### config.mk
export PLATFORM = sky130hd
export DESIGN_NAME = svmr_top
export DESIGN_NICKNAME = d
export VERILOG_FILES = /design/src/include/svmr_pkg.sv /design/src/include/svmr_chan_if.sv /design/src/rtl/svmr_channel.sv /design/src/rtl/svmr_top.sv
export SDC_FILE = /design/constraint.sdc
export NUM_CORES = 1
export LEC_CHECK = 0
export BUFFER_PORTS_ARGS = -buffer_cell sky130_fd_sc_hd__buf_4
export CORE_MARGIN = 2
export CORE_UTILIZATION = 30
export CTS_CLUSTER_SIZE = 20
export DETAILED_ROUTE_END_ITERATION = 16
export SLEW_MARGIN = 5
export SYNTH_ARGS = -nofsm -noshare
export SYNTH_HDL_FRONTEND = slang
export SYNTH_SLANG_ARGS = --single-unit
### constraint.sdc
create_clock -name mclk -period 4.1 [get_ports mclk]
set_clock_uncertainty 0.2 [all_clocks]
set_input_delay 0.41 -clock mclk [delete_from_list [all_inputs] [get_ports mclk]]
set_output_delay 0.41 -clock mclk [all_outputs]
set_load 0.005 [all_outputs]
### src/include/svmr_pkg.sv
// constants, state types and helpers for the supply voltage monitor reset block
// assumes a single 125 MHz clock and an AXI4-Lite master on the register side
package svmr_pkg;

  // ------------------------------------------------------------
  // register map, byte addresses
  // ------------------------------------------------------------
  localparam logic [7:0] ADDR_CTRL = 8'h00;
  localparam logic [7:0] ADDR_STAT = 8'h04;
  localparam logic [7:0] ADDR_INT_STAT = 8'h08;
  localparam logic [7:0] ADDR_INT_MASK = 8'h0c;

  // comparator_control_reg field positions
  localparam int C1_EN = 0;
  localparam int C1_RST = 1;
  localparam int C1_REL = 2;
  localparam int C1_NMI = 3;
  localparam int C2_EN = 4;
  localparam int C2_RST = 5;
  localparam int C2_REL = 6;
  localparam int C2_NMI = 7;
  localparam int C2_EXT = 8;
  localparam int C1_COND = 9;
  localparam int C2_COND = 11;
  localparam int CTRL_W = 13;
  localparam logic [CTRL_W-1:0] CTRL_RST = 13'h0000;

  // event bits, shared by interrupt status and mask
  localparam int EV_CH1 = 0;
  localparam int EV_CH2 = 1;
  localparam int EV_CH0 = 2;
  localparam int EV_W = 3;
  localparam logic [EV_W-1:0] MASK_RST = 3'h0;

  // trigger condition codes
  localparam logic [1:0] COND_RISE = 2'h0;
  localparam logic [1:0] COND_FALL = 2'h1;
  localparam logic [1:0] COND_BOTH = 2'h2;
  localparam logic [1:0] COND_BAD = 2'h3;

  localparam logic [1:0] RESP_OKAY = 2'h0;
  localparam logic [1:0] RESP_SLVERR = 2'h2;

  // ------------------------------------------------------------
  // timing
  // ------------------------------------------------------------
  localparam int CLK_PERIOD_NS = 8;
  localparam int STAB_US = 100;
  localparam int STAB_CYC_DEF = (STAB_US * 1000 + CLK_PERIOD_NS - 1) / CLK_PERIOD_NS;
  localparam int CNT_W = 16;

  typedef struct packed {
    logic prevAbove;
    logic rst;
    logic counting;
    logic [CNT_W-1:0] cnt;
    logic level;
    logic pass;
  } svmr_chan_t;

  localparam svmr_chan_t CHAN_RST = '{prevAbove: 1'b1, rst: 1'b0, counting: 1'b0,
                                      cnt: 16'h0000, level: 1'b1, pass: 1'b0};

  // byte-lane merge for register writes
  function automatic logic [31:0] wrMerge(logic [31:0] old, logic [31:0] d, logic [3:0] st);
    logic [31:0] r;
    r = old;
    for (int i = 0; i < 4; i++) begin
      if (st[i]) begin
        r[i*8 +: 8] = d[i*8 +: 8];
      end
    end
    return r;
  endfunction

endpackage

### src/include/svmr_chan_if.sv
// carrier between the control top and one monitor channel
// assumes both ends sit on the same clock
`timescale 1ns/1ps
interface svmr_chan_if;
  logic en;
  logic rstEn;
  logic relSel;
  logic above;
  logic [1:0] cond;
  logic rstReq;
  logic levelFlag;
  logic passEvt;

  modport ctrl(output en, rstEn, relSel, above, cond, input rstReq, levelFlag, passEvt);
  modport chan(input en, rstEn, relSel, above, cond, output rstReq, levelFlag, passEvt);
endinterface

### src/rtl/svmr_channel.sv
// one voltage monitor channel: reset request, release delay, level flag, passage event
// assumes the comparator level arrives already synchronised to mclk
`timescale 1ns/1ps
module svmr_channel
  import svmr_pkg::*;
#(
  parameter logic [CNT_W-1:0] STAB_CYC = 16'h30d4
) (
  input wire logic mclk, // system clock
  input wire logic rst_n, // async reset, active low
  svmr_chan_if.chan ch // channel controls and results
);

  svmr_chan_t s;
  svmr_chan_t n;
  logic rose;
  logic fell;
  logic active;

  // edge detection against the previous sampled level
  assign rose = ch.above && !s.prevAbove;
  assign fell = !ch.above && s.prevAbove;
  assign active = ch.en && ch.rstEn;

  function automatic logic condHit(logic [1:0] c, logic r, logic f);
    unique case (c)
      COND_RISE: return r;
      COND_FALL: return f;
      COND_BOTH: return r || f;
      default: return 1'b0; // prohibited code triggers nothing
    endcase
  endfunction

  // --------------------------------------------------------------
  // next state
  // --------------------------------------------------------------
  always_comb begin
    n = s;
    n.prevAbove = ch.above;
    n.level = !ch.en || ch.above;
    n.pass = ch.en && condHit(ch.cond, rose, fell);
    if (!active) begin
      n.rst = 1'b0;
      n.counting = 1'b0;
      n.cnt = '0;
    end else if (!ch.relSel) begin
      // delay counts from recovery; any dip restarts it
      n.counting = 1'b0;
      if (!ch.above) begin
        n.rst = 1'b1;
        n.cnt = '0;
      end else if (s.rst) begin
        if (s.cnt == STAB_CYC - 16'h0001) begin
          n.rst = 1'b0;
          n.cnt = '0;
        end else begin
          n.cnt = s.cnt + 16'h0001;
        end
      end
    end else begin
      // delay counts from the latest drop; a recovery does not stop it, a new drop restarts it
      if (fell) begin
        n.rst = 1'b1;
        n.counting = 1'b1;
        n.cnt = '0;
      end else if (s.counting) begin
        if (s.cnt == STAB_CYC - 16'h0001) begin
          n.rst = 1'b0;
          n.counting = 1'b0;
          n.cnt = '0;
        end else begin
          n.cnt = s.cnt + 16'h0001;
        end
      end else if (s.rst) begin
        n.counting = 1'b1; // mode switched while held in reset
        n.cnt = '0;
      end
    end
  end

  always_ff @(posedge mclk or negedge rst_n) begin
    if (!rst_n) begin
      s <= CHAN_RST;
    end else begin
      s <= n;
    end
  end

  assign ch.rstReq = s.rst;
  assign ch.levelFlag = s.level;
  assign ch.passEvt = s.pass;

  // --------------------------------------------------------------
  // checks
  // --------------------------------------------------------------
  a_low_holds: assert property (@(posedge mclk) disable iff (!rst_n)
    active && !ch.relSel && !ch.above |=> s.rst && s.cnt == 16'h0000)
    else $error("reset not held while below threshold");
  a_release_count: assert property (@(posedge mclk) disable iff (!rst_n)
    $fell(s.rst) && $past(active) |-> $past(s.cnt) == STAB_CYC - 16'h0001)
    else $error("reset released before the stabilization count");
  a_drop_start: assert property (@(posedge mclk) disable iff (!rst_n)
    active && ch.relSel && fell |=> s.rst && s.counting && s.cnt == 16'h0000)
    else $error("drop did not start the release delay");
  a_flag_disabled: assert property (@(posedge mclk) disable iff (!rst_n)
    !ch.en |=> s.level)
    else $error("level flag not 1 while disabled");
  a_flag_low: assert property (@(posedge mclk) disable iff (!rst_n)
    ch.en && !ch.above |=> !s.level)
    else $error("level flag not 0 while below");
  a_cond_rise: assert property (@(posedge mclk) disable iff (!rst_n)
    ch.en && ch.cond == COND_RISE && rose |=> s.pass)
    else $error("rise trigger missed");
  a_cond_bad: assert property (@(posedge mclk) disable iff (!rst_n)
    ch.cond == COND_BAD |=> !s.pass)
    else $error("prohibited trigger code fired");
  cp_release: cover property (@(posedge mclk) disable iff (!rst_n) $fell(s.rst));
  cp_pass: cover property (@(posedge mclk) disable iff (!rst_n) s.pass);

endmodule

### src/rtl/svmr_top.sv
// top of the supply voltage monitor reset block: AXI4-Lite registers,
// comparator synchronisers, channel 2 source select and interrupt routing
// assumes comparator outputs are asynchronous levels, high while above threshold
//
// The AXI4-Lite slave port and the register addresses were decided locally.
`timescale 1ns/1ps
module svmr_top
  import svmr_pkg::*;
#(
  parameter logic [CNT_W-1:0] STAB_CYC = CNT_W'(STAB_CYC_DEF)
) (
  input wire logic mclk, // system clock, 125 MHz
  input wire logic rst_n, // async reset, active low
  input wire logic [7:0] awaddr, // write address
  input wire logic awvalid, // write address valid
  output logic awready, // write address ready
  input wire logic [31:0] wdata, // write data
  input wire logic [3:0] wstrb, // write byte strobes
  input wire logic wvalid, // write data valid
  output logic wready, // write data ready
  output logic [1:0] bresp, // write response
  output logic bvalid, // write response valid
  input wire logic bready, // write response ready
  input wire logic [7:0] araddr, // read address
  input wire logic arvalid, // read address valid
  output logic arready, // read address ready
  output logic [31:0] rdata, // read data
  output logic [1:0] rresp, // read response
  output logic rvalid, // read data valid
  input wire logic rready, // read data ready
  input wire logic cmp0Above, // supply above threshold_0
  input wire logic cmp1Above, // supply above threshold_1
  input wire logic cmp2VccAbove, // supply above threshold_2
  input wire logic cmp2PinAbove, // external_compare_pin above threshold_2
  output logic rst0Req, // channel 0 reset request
  output logic rst1Req, // channel 1 reset request
  output logic rst2Req, // channel 2 reset request
  output logic nmiReq, // non-maskable interrupt request, level
  output logic irq // maskable interrupt request, level
);

  // --------------------------------------------------------------
  // state
  // --------------------------------------------------------------
  typedef struct packed {
    logic [3:0] sync1;
    logic [3:0] sync2;
    logic [CTRL_W-1:0] ctrl;
    logic [EV_W-1:0] mask;
    logic [EV_W-1:0] intStat;
    logic [2:0] rstOut;
    logic nmi;
    logic irq;
    logic awRdy;
    logic wRdy;
    logic arRdy;
    logic awHave;
    logic wHave;
    logic [7:0] awAddr;
    logic [31:0] wData;
    logic [3:0] wStrb;
    logic bValid;
    logic [1:0] bResp;
    logic rValid;
    logic [31:0] rData;
    logic [1:0] rResp;
  } svmr_top_t;

  svmr_top_t s;
  svmr_top_t n;
  logic [EV_W-1:0] ev;
  logic [EV_W-1:0] clr;
  logic [EV_W-1:0] nmiBits;

  svmr_chan_if c0 ();
  svmr_chan_if c1 ();
  svmr_chan_if c2 ();

  // --------------------------------------------------------------
  // channels
  // --------------------------------------------------------------
  // channel 0 is always armed and releases only after recovery
  assign c0.en = 1'b1;
  assign c0.rstEn = 1'b1;
  assign c0.relSel = 1'b0;
  assign c0.cond = COND_FALL; // its drop is logged as an event
  assign c0.above = s.sync2[0];

  assign c1.en = s.ctrl[C1_EN];
  assign c1.rstEn = s.ctrl[C1_RST];
  assign c1.relSel = s.ctrl[C1_REL];
  assign c1.cond = s.ctrl[C1_COND +: 2];
  assign c1.above = s.sync2[1];

  assign c2.en = s.ctrl[C2_EN];
  assign c2.rstEn = s.ctrl[C2_RST];
  assign c2.relSel = s.ctrl[C2_REL];
  assign c2.cond = s.ctrl[C2_COND +: 2];
  // both sources are synchronised all the time, so switching is glitch free
  assign c2.above = s.ctrl[C2_EXT] ? s.sync2[3] : s.sync2[2];

  svmr_channel #(
    .STAB_CYC(STAB_CYC)
  ) u_ch0 (
    .mclk(mclk),
    .rst_n(rst_n),
    .ch(c0.chan)
  );

  svmr_channel #(
    .STAB_CYC(STAB_CYC)
  ) u_ch1 (
    .mclk(mclk),
    .rst_n(rst_n),
    .ch(c1.chan)
  );

  svmr_channel #(
    .STAB_CYC(STAB_CYC)
  ) u_ch2 (
    .mclk(mclk),
    .rst_n(rst_n),
    .ch(c2.chan)
  );

  assign ev = {c0.passEvt, c2.passEvt, c1.passEvt};

  // --------------------------------------------------------------
  // register decode
  // --------------------------------------------------------------
  function automatic logic isMapped(logic [7:0] a);
    return a == ADDR_CTRL || a == ADDR_STAT || a == ADDR_INT_STAT || a == ADDR_INT_MASK;
  endfunction

  function automatic logic [31:0] rdMux(logic [7:0] a, svmr_top_t st, logic l1, logic l2);
    logic [31:0] r;
    r = 32'h0000_0000;
    unique case (a)
      ADDR_CTRL: r = 32'(st.ctrl);
      ADDR_STAT: r = {27'h0, st.rstOut, l2, l1};
      ADDR_INT_STAT: r = 32'(st.intStat);
      ADDR_INT_MASK: r = 32'(st.mask);
      default: r = 32'h0000_0000;
    endcase
    return r;
  endfunction

  // --------------------------------------------------------------
  // next state: bus slave, flags, outputs
  // --------------------------------------------------------------
  always_comb begin
    n = s;
    clr = '0;
    nmiBits = '0;
    // the first stage feeds only the second
    n.sync1 = {cmp2PinAbove, cmp2VccAbove, cmp1Above, cmp0Above};
    n.sync2 = s.sync1;

    // address and data are taken independently, in either order
    if (awvalid && s.awRdy) begin
      n.awHave = 1'b1;
      n.awAddr = awaddr;
    end
    if (wvalid && s.wRdy) begin
      n.wHave = 1'b1;
      n.wData = wdata;
      n.wStrb = wstrb;
    end
    if (s.bValid && bready) begin
      n.bValid = 1'b0;
    end
    if (s.awHave && s.wHave && !s.bValid) begin
      n.awHave = 1'b0;
      n.wHave = 1'b0;
      n.bValid = 1'b1;
      n.bResp = isMapped(s.awAddr) ? RESP_OKAY : RESP_SLVERR;
      if (s.awAddr == ADDR_CTRL) begin
        n.ctrl = CTRL_W'(wrMerge(32'(s.ctrl), s.wData, s.wStrb));
      end
      if (s.awAddr == ADDR_INT_MASK) begin
        n.mask = EV_W'(wrMerge(32'(s.mask), s.wData, s.wStrb));
      end
      if (s.awAddr == ADDR_INT_STAT) begin
        clr = EV_W'(wrMerge(32'h0000_0000, s.wData, s.wStrb));
      end
    end

    if (s.rValid && rready) begin
      n.rValid = 1'b0;
    end
    if (arvalid && s.arRdy) begin
      n.rValid = 1'b1;
      n.rData = rdMux(araddr, s, c1.levelFlag, c2.levelFlag);
      n.rResp = isMapped(araddr) ? RESP_OKAY : RESP_SLVERR;
    end
    n.awRdy = !n.awHave && !n.bValid;
    n.wRdy = !n.wHave && !n.bValid;
    n.arRdy = !n.rValid;

    // a new event in the clearing cycle survives the clear
    n.intStat = (s.intStat & ~clr) | ev;
    n.rstOut = {c2.rstReq, c1.rstReq, c0.rstReq};
    // non-maskable routing bypasses the mask on purpose
    nmiBits = {1'b0, n.ctrl[C2_NMI], n.ctrl[C1_NMI]};
    n.nmi = |(n.intStat & nmiBits);
    n.irq = |(n.intStat & n.mask & ~nmiBits);
  end

  always_ff @(posedge mclk or negedge rst_n) begin
    if (!rst_n) begin
      s <= '0;
      s.sync1 <= 4'hf;
      s.sync2 <= 4'hf;
      s.ctrl <= CTRL_RST;
      s.mask <= MASK_RST;
    end else begin
      s <= n;
    end
  end

  // --------------------------------------------------------------
  // outputs, all straight from flops
  // --------------------------------------------------------------
  assign awready = s.awRdy;
  assign wready = s.wRdy;
  assign bvalid = s.bValid;
  assign bresp = s.bResp;
  assign arready = s.arRdy;
  assign rvalid = s.rValid;
  assign rdata = s.rData;
  assign rresp = s.rResp;
  assign rst0Req = s.rstOut[0];
  assign rst1Req = s.rstOut[1];
  assign rst2Req = s.rstOut[2];
  assign nmiReq = s.nmi;
  assign irq = s.irq;

  // --------------------------------------------------------------
  // checks
  // --------------------------------------------------------------
  a_ch1_reset: assert property (@(posedge mclk) disable iff (!rst_n)
    (s.ctrl[C1_EN] && s.ctrl[C1_RST] && !s.ctrl[C1_REL] && !cmp1Above)[*4] |=> rst1Req)
    else $error("channel 1 reset not requested while low");
  a_ch2_reset: assert property (@(posedge mclk) disable iff (!rst_n)
    (s.ctrl[C2_EN] && s.ctrl[C2_RST] && !s.ctrl[C2_REL] && !s.ctrl[C2_EXT]
     && !cmp2VccAbove)[*4] |=> rst2Req)
    else $error("channel 2 reset not requested while low");
  a_ch0_reset: assert property (@(posedge mclk) disable iff (!rst_n)
    (!cmp0Above)[*4] |=> rst0Req)
    else $error("channel 0 reset not requested while low");
  a_ch2_pin_path: assert property (@(posedge mclk) disable iff (!rst_n)
    (s.ctrl[C2_EXT] && s.ctrl[C2_EN] && !cmp2PinAbove)[*4] |-> !c2.levelFlag)
    else $error("channel 2 ignores the external pin");
  a_ch2_vcc_path: assert property (@(posedge mclk) disable iff (!rst_n)
    (!s.ctrl[C2_EXT] && s.ctrl[C2_EN] && !cmp2VccAbove)[*4] |-> !c2.levelFlag)
    else $error("channel 2 ignores the supply");
  a_nmi_route: assert property (@(posedge mclk) disable iff (!rst_n)
    n.intStat[EV_CH2] && n.ctrl[C2_NMI] |=> nmiReq)
    else $error("non-maskable routing lost");
  a_irq_masked: assert property (@(posedge mclk) disable iff (!rst_n)
    n.ctrl[C1_NMI] && n.ctrl[C2_NMI] && !n.intStat[EV_CH0] |=> !irq)
    else $error("maskable interrupt from a non-maskable channel");
  cp_write: cover property (@(posedge mclk) disable iff (!rst_n) s.bValid && bready);
  cp_irq: cover property (@(posedge mclk) disable iff (!rst_n) $rose(irq));
  cp_nmi: cover property (@(posedge mclk) disable iff (!rst_n) $rose(nmiReq));

endmodule

Word-level counts from Yosys, hierarchy flattened
Cells that the tools add are included.
{"block": "op_classes", "n_addsub": 3, "n_div": 0, "shift": 0, "reduce_logical": 52, "eq_ne": 22, "magnitude_cmp": 0, "mul": 0, "n_bitwise": 7, "muxes": 53}
{"cell": "$mux 16", "count": 9}
{"cell": "$mux 18", "count": 6}
{"cell": "$mux 17", "count": 4}
{"cell": "$pmux 13 s4", "count": 1}
{"cell": "$add 16x1->16 const B", "count": 3}
{"cell": "$eq 16x14->1 const B", "count": 3}
{"cell": "$mux 35", "count": 1}
{"cell": "$eq 8x4->1 const B", "count": 4}
{"cell": "$logic_and 1x1->1", "count": 18}
{"cell": "$mux 3", "count": 6}
{"cell": "$eq 8x3->1 const B", "count": 2}
{"cell": "$logic_not 8->1", "count": 2}
{"cell": "$mux 1", "count": 16}
{"cell": "$mux 8", "count": 2}
{"cell": "$logic_not 1->1", "count": 12}
{"cell": "$ne 4x3->1 const B", "count": 3}
{"cell": "$mux 11", "count": 1}
{"cell": "$logic_or 1x1->1", "count": 10}
{"cell": "$mux 2", "count": 5}
{"cell": "$ne 5x2->1 const B", "count": 2}
{"cell": "$and 3x3->3", "count": 3}
{"cell": "$ne 4x2->1 const B", "count": 2}
{"cell": "$reduce_and 2->1", "count": 4}
{"cell": "$pmux 1 s3", "count": 2}
{"cell": "11 further kinds", "count": 16}
{"block": "totals", "input_bits": 63, "romBits": 0, "latchBits": 0, "wordCells": 176, "output_inout_bits": 46, "register_bits": 159, "memories": 0, "mem_bits_rw": 0}

Depth between registers and ports, before layout
{"block": "depth", "depth_word": 9, "mapped_depth": 8, "depth_no_buf": 7}

Hierarchy
A second synthesis with hierarchy kept.
{"block": "hier_totals", "cells_unflattened": 655, "hier_area_um2": 7210.7}
{"module": "svmr_channel", "area_per_inst_um2": 1326.3, "seq_area_each_um2": 528.0, "cells_per_inst": 140, "instances": 3}
{"module": "svmr_top", "area_per_inst_um2": 3231.8, "seq_area_each_um2": 1936.9, "cells_per_inst": 235, "instances": 1}

Least setup slack after synthesis
Ideal clock, no wire load.
{"block": "synth_path", "kind": "register -> register", "startpoint": "reg s (netlist bit c1.above)", "endpoint": "reg u_ch1.s[16] in the netlist's numbering", "path_buffers": 1, "arrival_ns": 2.090, "required_time_ns": 3.782, "period_less_slack_ns": 2.408, "setup_slack_ns": 1.692, "path_stages_with_launch": 9, "setup_time_ns": 0.118, "cell_sequence": "dfstp_2 -> inv_1 -> ha_1 -> or3b_2 -> a211oi_1 -> or3_1 -> buf_2 -> nor4_1 -> a21o_1"}
{"block": "synth_via", "elab_chain_len": 5, "elab_cells_between_ends": 9, "classes_between": "2 x eq/ne; 4 x mux; 3 x reduce/logical"}
{"element": "start: declaration", "line": "svmr_top.sv:69", "rtl": "svmr_top_t s;"}
{"element": "start signal: assignment", "line": "svmr_top.sv:217", "rtl": "s <= n;"}
{"element": "$logic_not 1->1", "line": "svmr_channel.sv:22", "rtl": "assign fell = !ch.above && s.prevAbove;"}
{"element": "$logic_and 1x1->1", "line": "svmr_channel.sv:22"}
{"element": "$mux 18", "line": "svmr_channel.sv:62", "rtl": "if (fell) begin"}
{"element": "$mux 18", "line": "svmr_channel.sv:46", "rtl": "end else if (!ch.relSel) begin"}
{"element": "$mux 18", "line": "svmr_channel.sv:42", "rtl": "if (!active) begin"}
{"element": "end signal: assignment", "line": "svmr_channel.sv:85", "rtl": "s <= n;"}
{"element": "end: declaration", "line": "svmr_channel.sv:14", "rtl": "svmr_chan_t s;"}
Several ways; a longest one is shown, not always the timed one.
A chain may end at the register's enable or synchronous reset.

Worst setup path after layout
{"block": "layout_path", "startpoint": "reg s (netlist bit c1.above)", "endpoint": "reg u_ch1.s[15] in the netlist's numbering"}
The elaborated chain is that of the path after synthesis.

==> impl_metrics.py <==
metrics = {
    "cells_and_area": {
        "fill_cells": 2135,
        "nNetsFinal": 734,
        "syn_to_final_growth_pct": 19.5,
        "multi_input_area_um2": 2710,
        "layout_common_cells": "dfrtp_1, buf_4, nand2_1",
        "final_cells": 957,
        "drive_gt1_share_pct": 24.7,
        "seqCellArea_um2": 3470,
        "final_common_cell": "dfrtp_1",
        "diodes": 0,
    },
    "worst_setup_path": {
        "crit_chain": "inv_1 > ha_1 > or3b_2 > a211oi_1 > buf_4 > or3_1 > nor3_1 > a211o_1",
        "r2r-end": "u_ch1.s[15]",
        "critPathCaptureType": "flip-flop",
        "startpoint": "c1.above",
        "critPathBufInv": 2,
        "crit_fanout": 21,
        "slowest_stage": "dfstp_2",
        "worst_setup_path_start_kind": "flip-flop",
        "endpoint": "u_ch1.s[15]",
        "crit_arrival_ps": 3040,
        "cpPeakStageDelay_ps": 560,
        "crit_family": "simple AND/OR/NAND/NOR gates",
        "path_depth": 8,
        "crit_type": "reg2reg",
        "reg2regPathDepth": 8,
        "critPathRequiredTime_ps": 4200,
        "r2r_start": "c1.above",
        "rrSetupSlack_ps": 1160,
    },
    "global_route": {
        "track_usage_pct": 12.2,
        "grt_pass1_vias": 4510,
        "grt_max_degree": 86,
        "grt_pass1_wl_um": 22900,
        "antenna_found_initial": 0,
        "overflow": 0,
    },
    "route": {
        "firstDrtPassIters": 4,
        "wl_um": 13700,
        "vias": 4622,
        "route.detailed.drc": 0,
        "drtIter0Drc": 268,
        "avgRoutedWirePerCell_um": 14.3,
        "ant_nets": 0,
        "post_drt_via_cell_ratio": 4.83,
    },
    "logic_synthesis": {
        "synth_cell_type_count": 60,
        "synth-seq-area-share_pct": 52.9,
        "ys.flop_type": "dfrtp_1",
        "syn_inst": 600,
        "synth_seq_cells": 138,
        "synth_area_um2": 6560,
        "async_flop_share_pct": 100,
        "synth_warnings": 0,
        "avgSynthCellArea_um2": 10.9,
        "synth_edf_count": 0,
    },
    "sta": {
        "period_share_pct": 71.7,
        "rsz0062_at_grt": "no",
        "tightest_slew_ps": 907,
        "drv_slew": 0,
        "max_freq_ghz": 0.340,
        "period_needed_ps": 2940,
        "hold_violations": 0,
        "relSlewSlack_pct": 39.4,
        "finalSetupViolCount": 0,
        "tns_ps": 0,
        "whs_ps": 9.36,
    },
    "clock_network": {
        "clock-root-buffer": "clkbuf_16",
        "clock-sinks": 138,
        "post-cts-setup-buffers": 0,
        "insertion_delay_ps": 420,
        "cts_max_level": 4,
        "path_clk_slew_ps": 60,
        "cts_tree": "done",
        "clockBufferDepth": 2,
        "cts_buffers": 17,
    },
    "hold_path": {
        "hold_class": "in2reg",
    },
    "die": {
        "die_area_um2": 23000,
        "io_pins": 109,
        "coreArea_um2": 21600,
        "chipWidth_um": 152,
        "std_cell_rows": 54,
        "initial_core_util_pct": 30.3,
        "die_h_um": 152,
    },
    "placed_design": {
        "place_hpwl_um": 9580,
        "dpl.cell_count": 919,
        "routabilityCongestion": 0.788,
        "io_buffers": 66,
    },
    "power": {
        "ir_drop_uv": 302,
        "power_leakage_nw": 3.52,
        "finalPower_mw": 3.69,
        "power_density_nw_per_um2": 471,
    },
    "flow_run": {
        "drv_cap": 0,
    },
    "outcome": {
        "status": "complete, no violations",
    },
}
-- registers in the layout, summed over array words and instances, names as in the netlist, 2 cells and up --
| register | cells |
|---|---|
| n | 4 |
| u_ch2.s | 18 |
| u_ch0.s | 17 |
| rdata | 13 |
| c2.cond | 2 |
| c1.cond | 2 |
| s | 36 |
| u_ch1.s | 18 |
-- report_power, final --
part	switching [mW]	leakage (nW)	internal, mW
sequential	0.145	1.79	1.55
combinational	0.198	1.45	0.250
clock	0.571	0.290	0.969
total	0.914	3.52	2.77
-- timing repair --
| item | CTS | global route |
|---|---|---|
| endpoints found under the hold margin | 79 | 1 |
| hold buffers | 5 | 1 |
| gates resized for setup | 0 | 0 |
-- final cells by class --
cell class                      count  share of cell area [%]
Timing Repair Buffer               77                    7.78
Tap cell                          280                    4.47
Sequential cell                   138                    44.3
Clock buffer                       20                    5.70
Multi-Input combinational cell    403                    34.5
Clock inverter                     12                    1.89
Inverter                           27                    1.29
-- layer usage --
layer / vias up / share of wire [%] / GRT usage, %
li1: 2252 / - / -
met1: 2287 / 49 / 16.8
met2: 73 / 47 / 18.6
met3: 10 / 3.1 / 3.19
met4: 0 / 1.1 / 4.14
met5: - / 0 / 0
-- kinds of logic (layout without fill, tap and decap cells) --
logic type                 count (synthesis)  in the layout  synth area share (%)
DFF                                      138            138                  52.9
adders and majority gates                  7              7                  1.34
buffers and inverters                     79            136                  6.95
and+or+nand+nor                          197            197                  16.4
AOI/OAI and AO/OA                        120            120                  12.3
muxes                                     52             52                  9.24
xor gates and xnor gates                   6              6                 0.802
other                                      1             21                0.0572
-- worst register-to-register path, cell delays in order, from the launching register on --
cell	delay, ps
dfstp_2	560
inv_1	70
ha_1	240
or3b_2	450
a211oi_1	250
buf_4	270
or3_1	420
nor3_1	90
a211o_1	270
-- metrics by stage --
stage | utilization (%) | instance area [µm²] | setup WS, ps
5_1_grt | 36.2 | 7830 | 942
2_1_floorplan | - | 6630 | 1690
4_1_cts | 36.2 | 7820 | 1160
3_5_place_dp | 33.2 | 7180 | 1190
3_3_place_gp | 33.2 | 7180 | 1160
6_report | 36.2 | 7830 | 1160
-- cells in the mapped netlist (6+ instances only) --
library cell	number	area (µm²)
o21ai_0	42	210
dfstp_2	13	342
a21oi_1	18	90.1
a211oi_1	8	60.1
clkbuf_1	9	33.8
nand2_1	44	165
mux2i_1	11	110
inv_1	27	101
and3_1	13	81.3
nand3_1	18	90.1
a22o_1	16	140
ha_1	7	87.6
nand4_1	15	93.8
o22ai_1	6	37.5
nor3_1	14	70.1
buf_4	37	278
nor3b_1	7	52.6
nand2b_1	7	43.8
xnor2_1	6	52.6
dfrtp_1	125	3130
nor2_1	31	116
mux2_2	38	428
nor2b_1	8	50.1
-- worst min path at each step --
stage,start,end,slack (ps),cells after the start
3_5_place_dp,n[111],c0.above,150,0
4_1_cts,rready,rvalid,0.6,2
3_3_place_gp,n[111],c0.above,150,0
6_report,rready,rvalid,9,2
2_1_floorplan,rst_n,arready,-90,0
5_1_grt,wdata[6],s[48],3,2
Note: power is estimated with default switching activity, not from simulation.
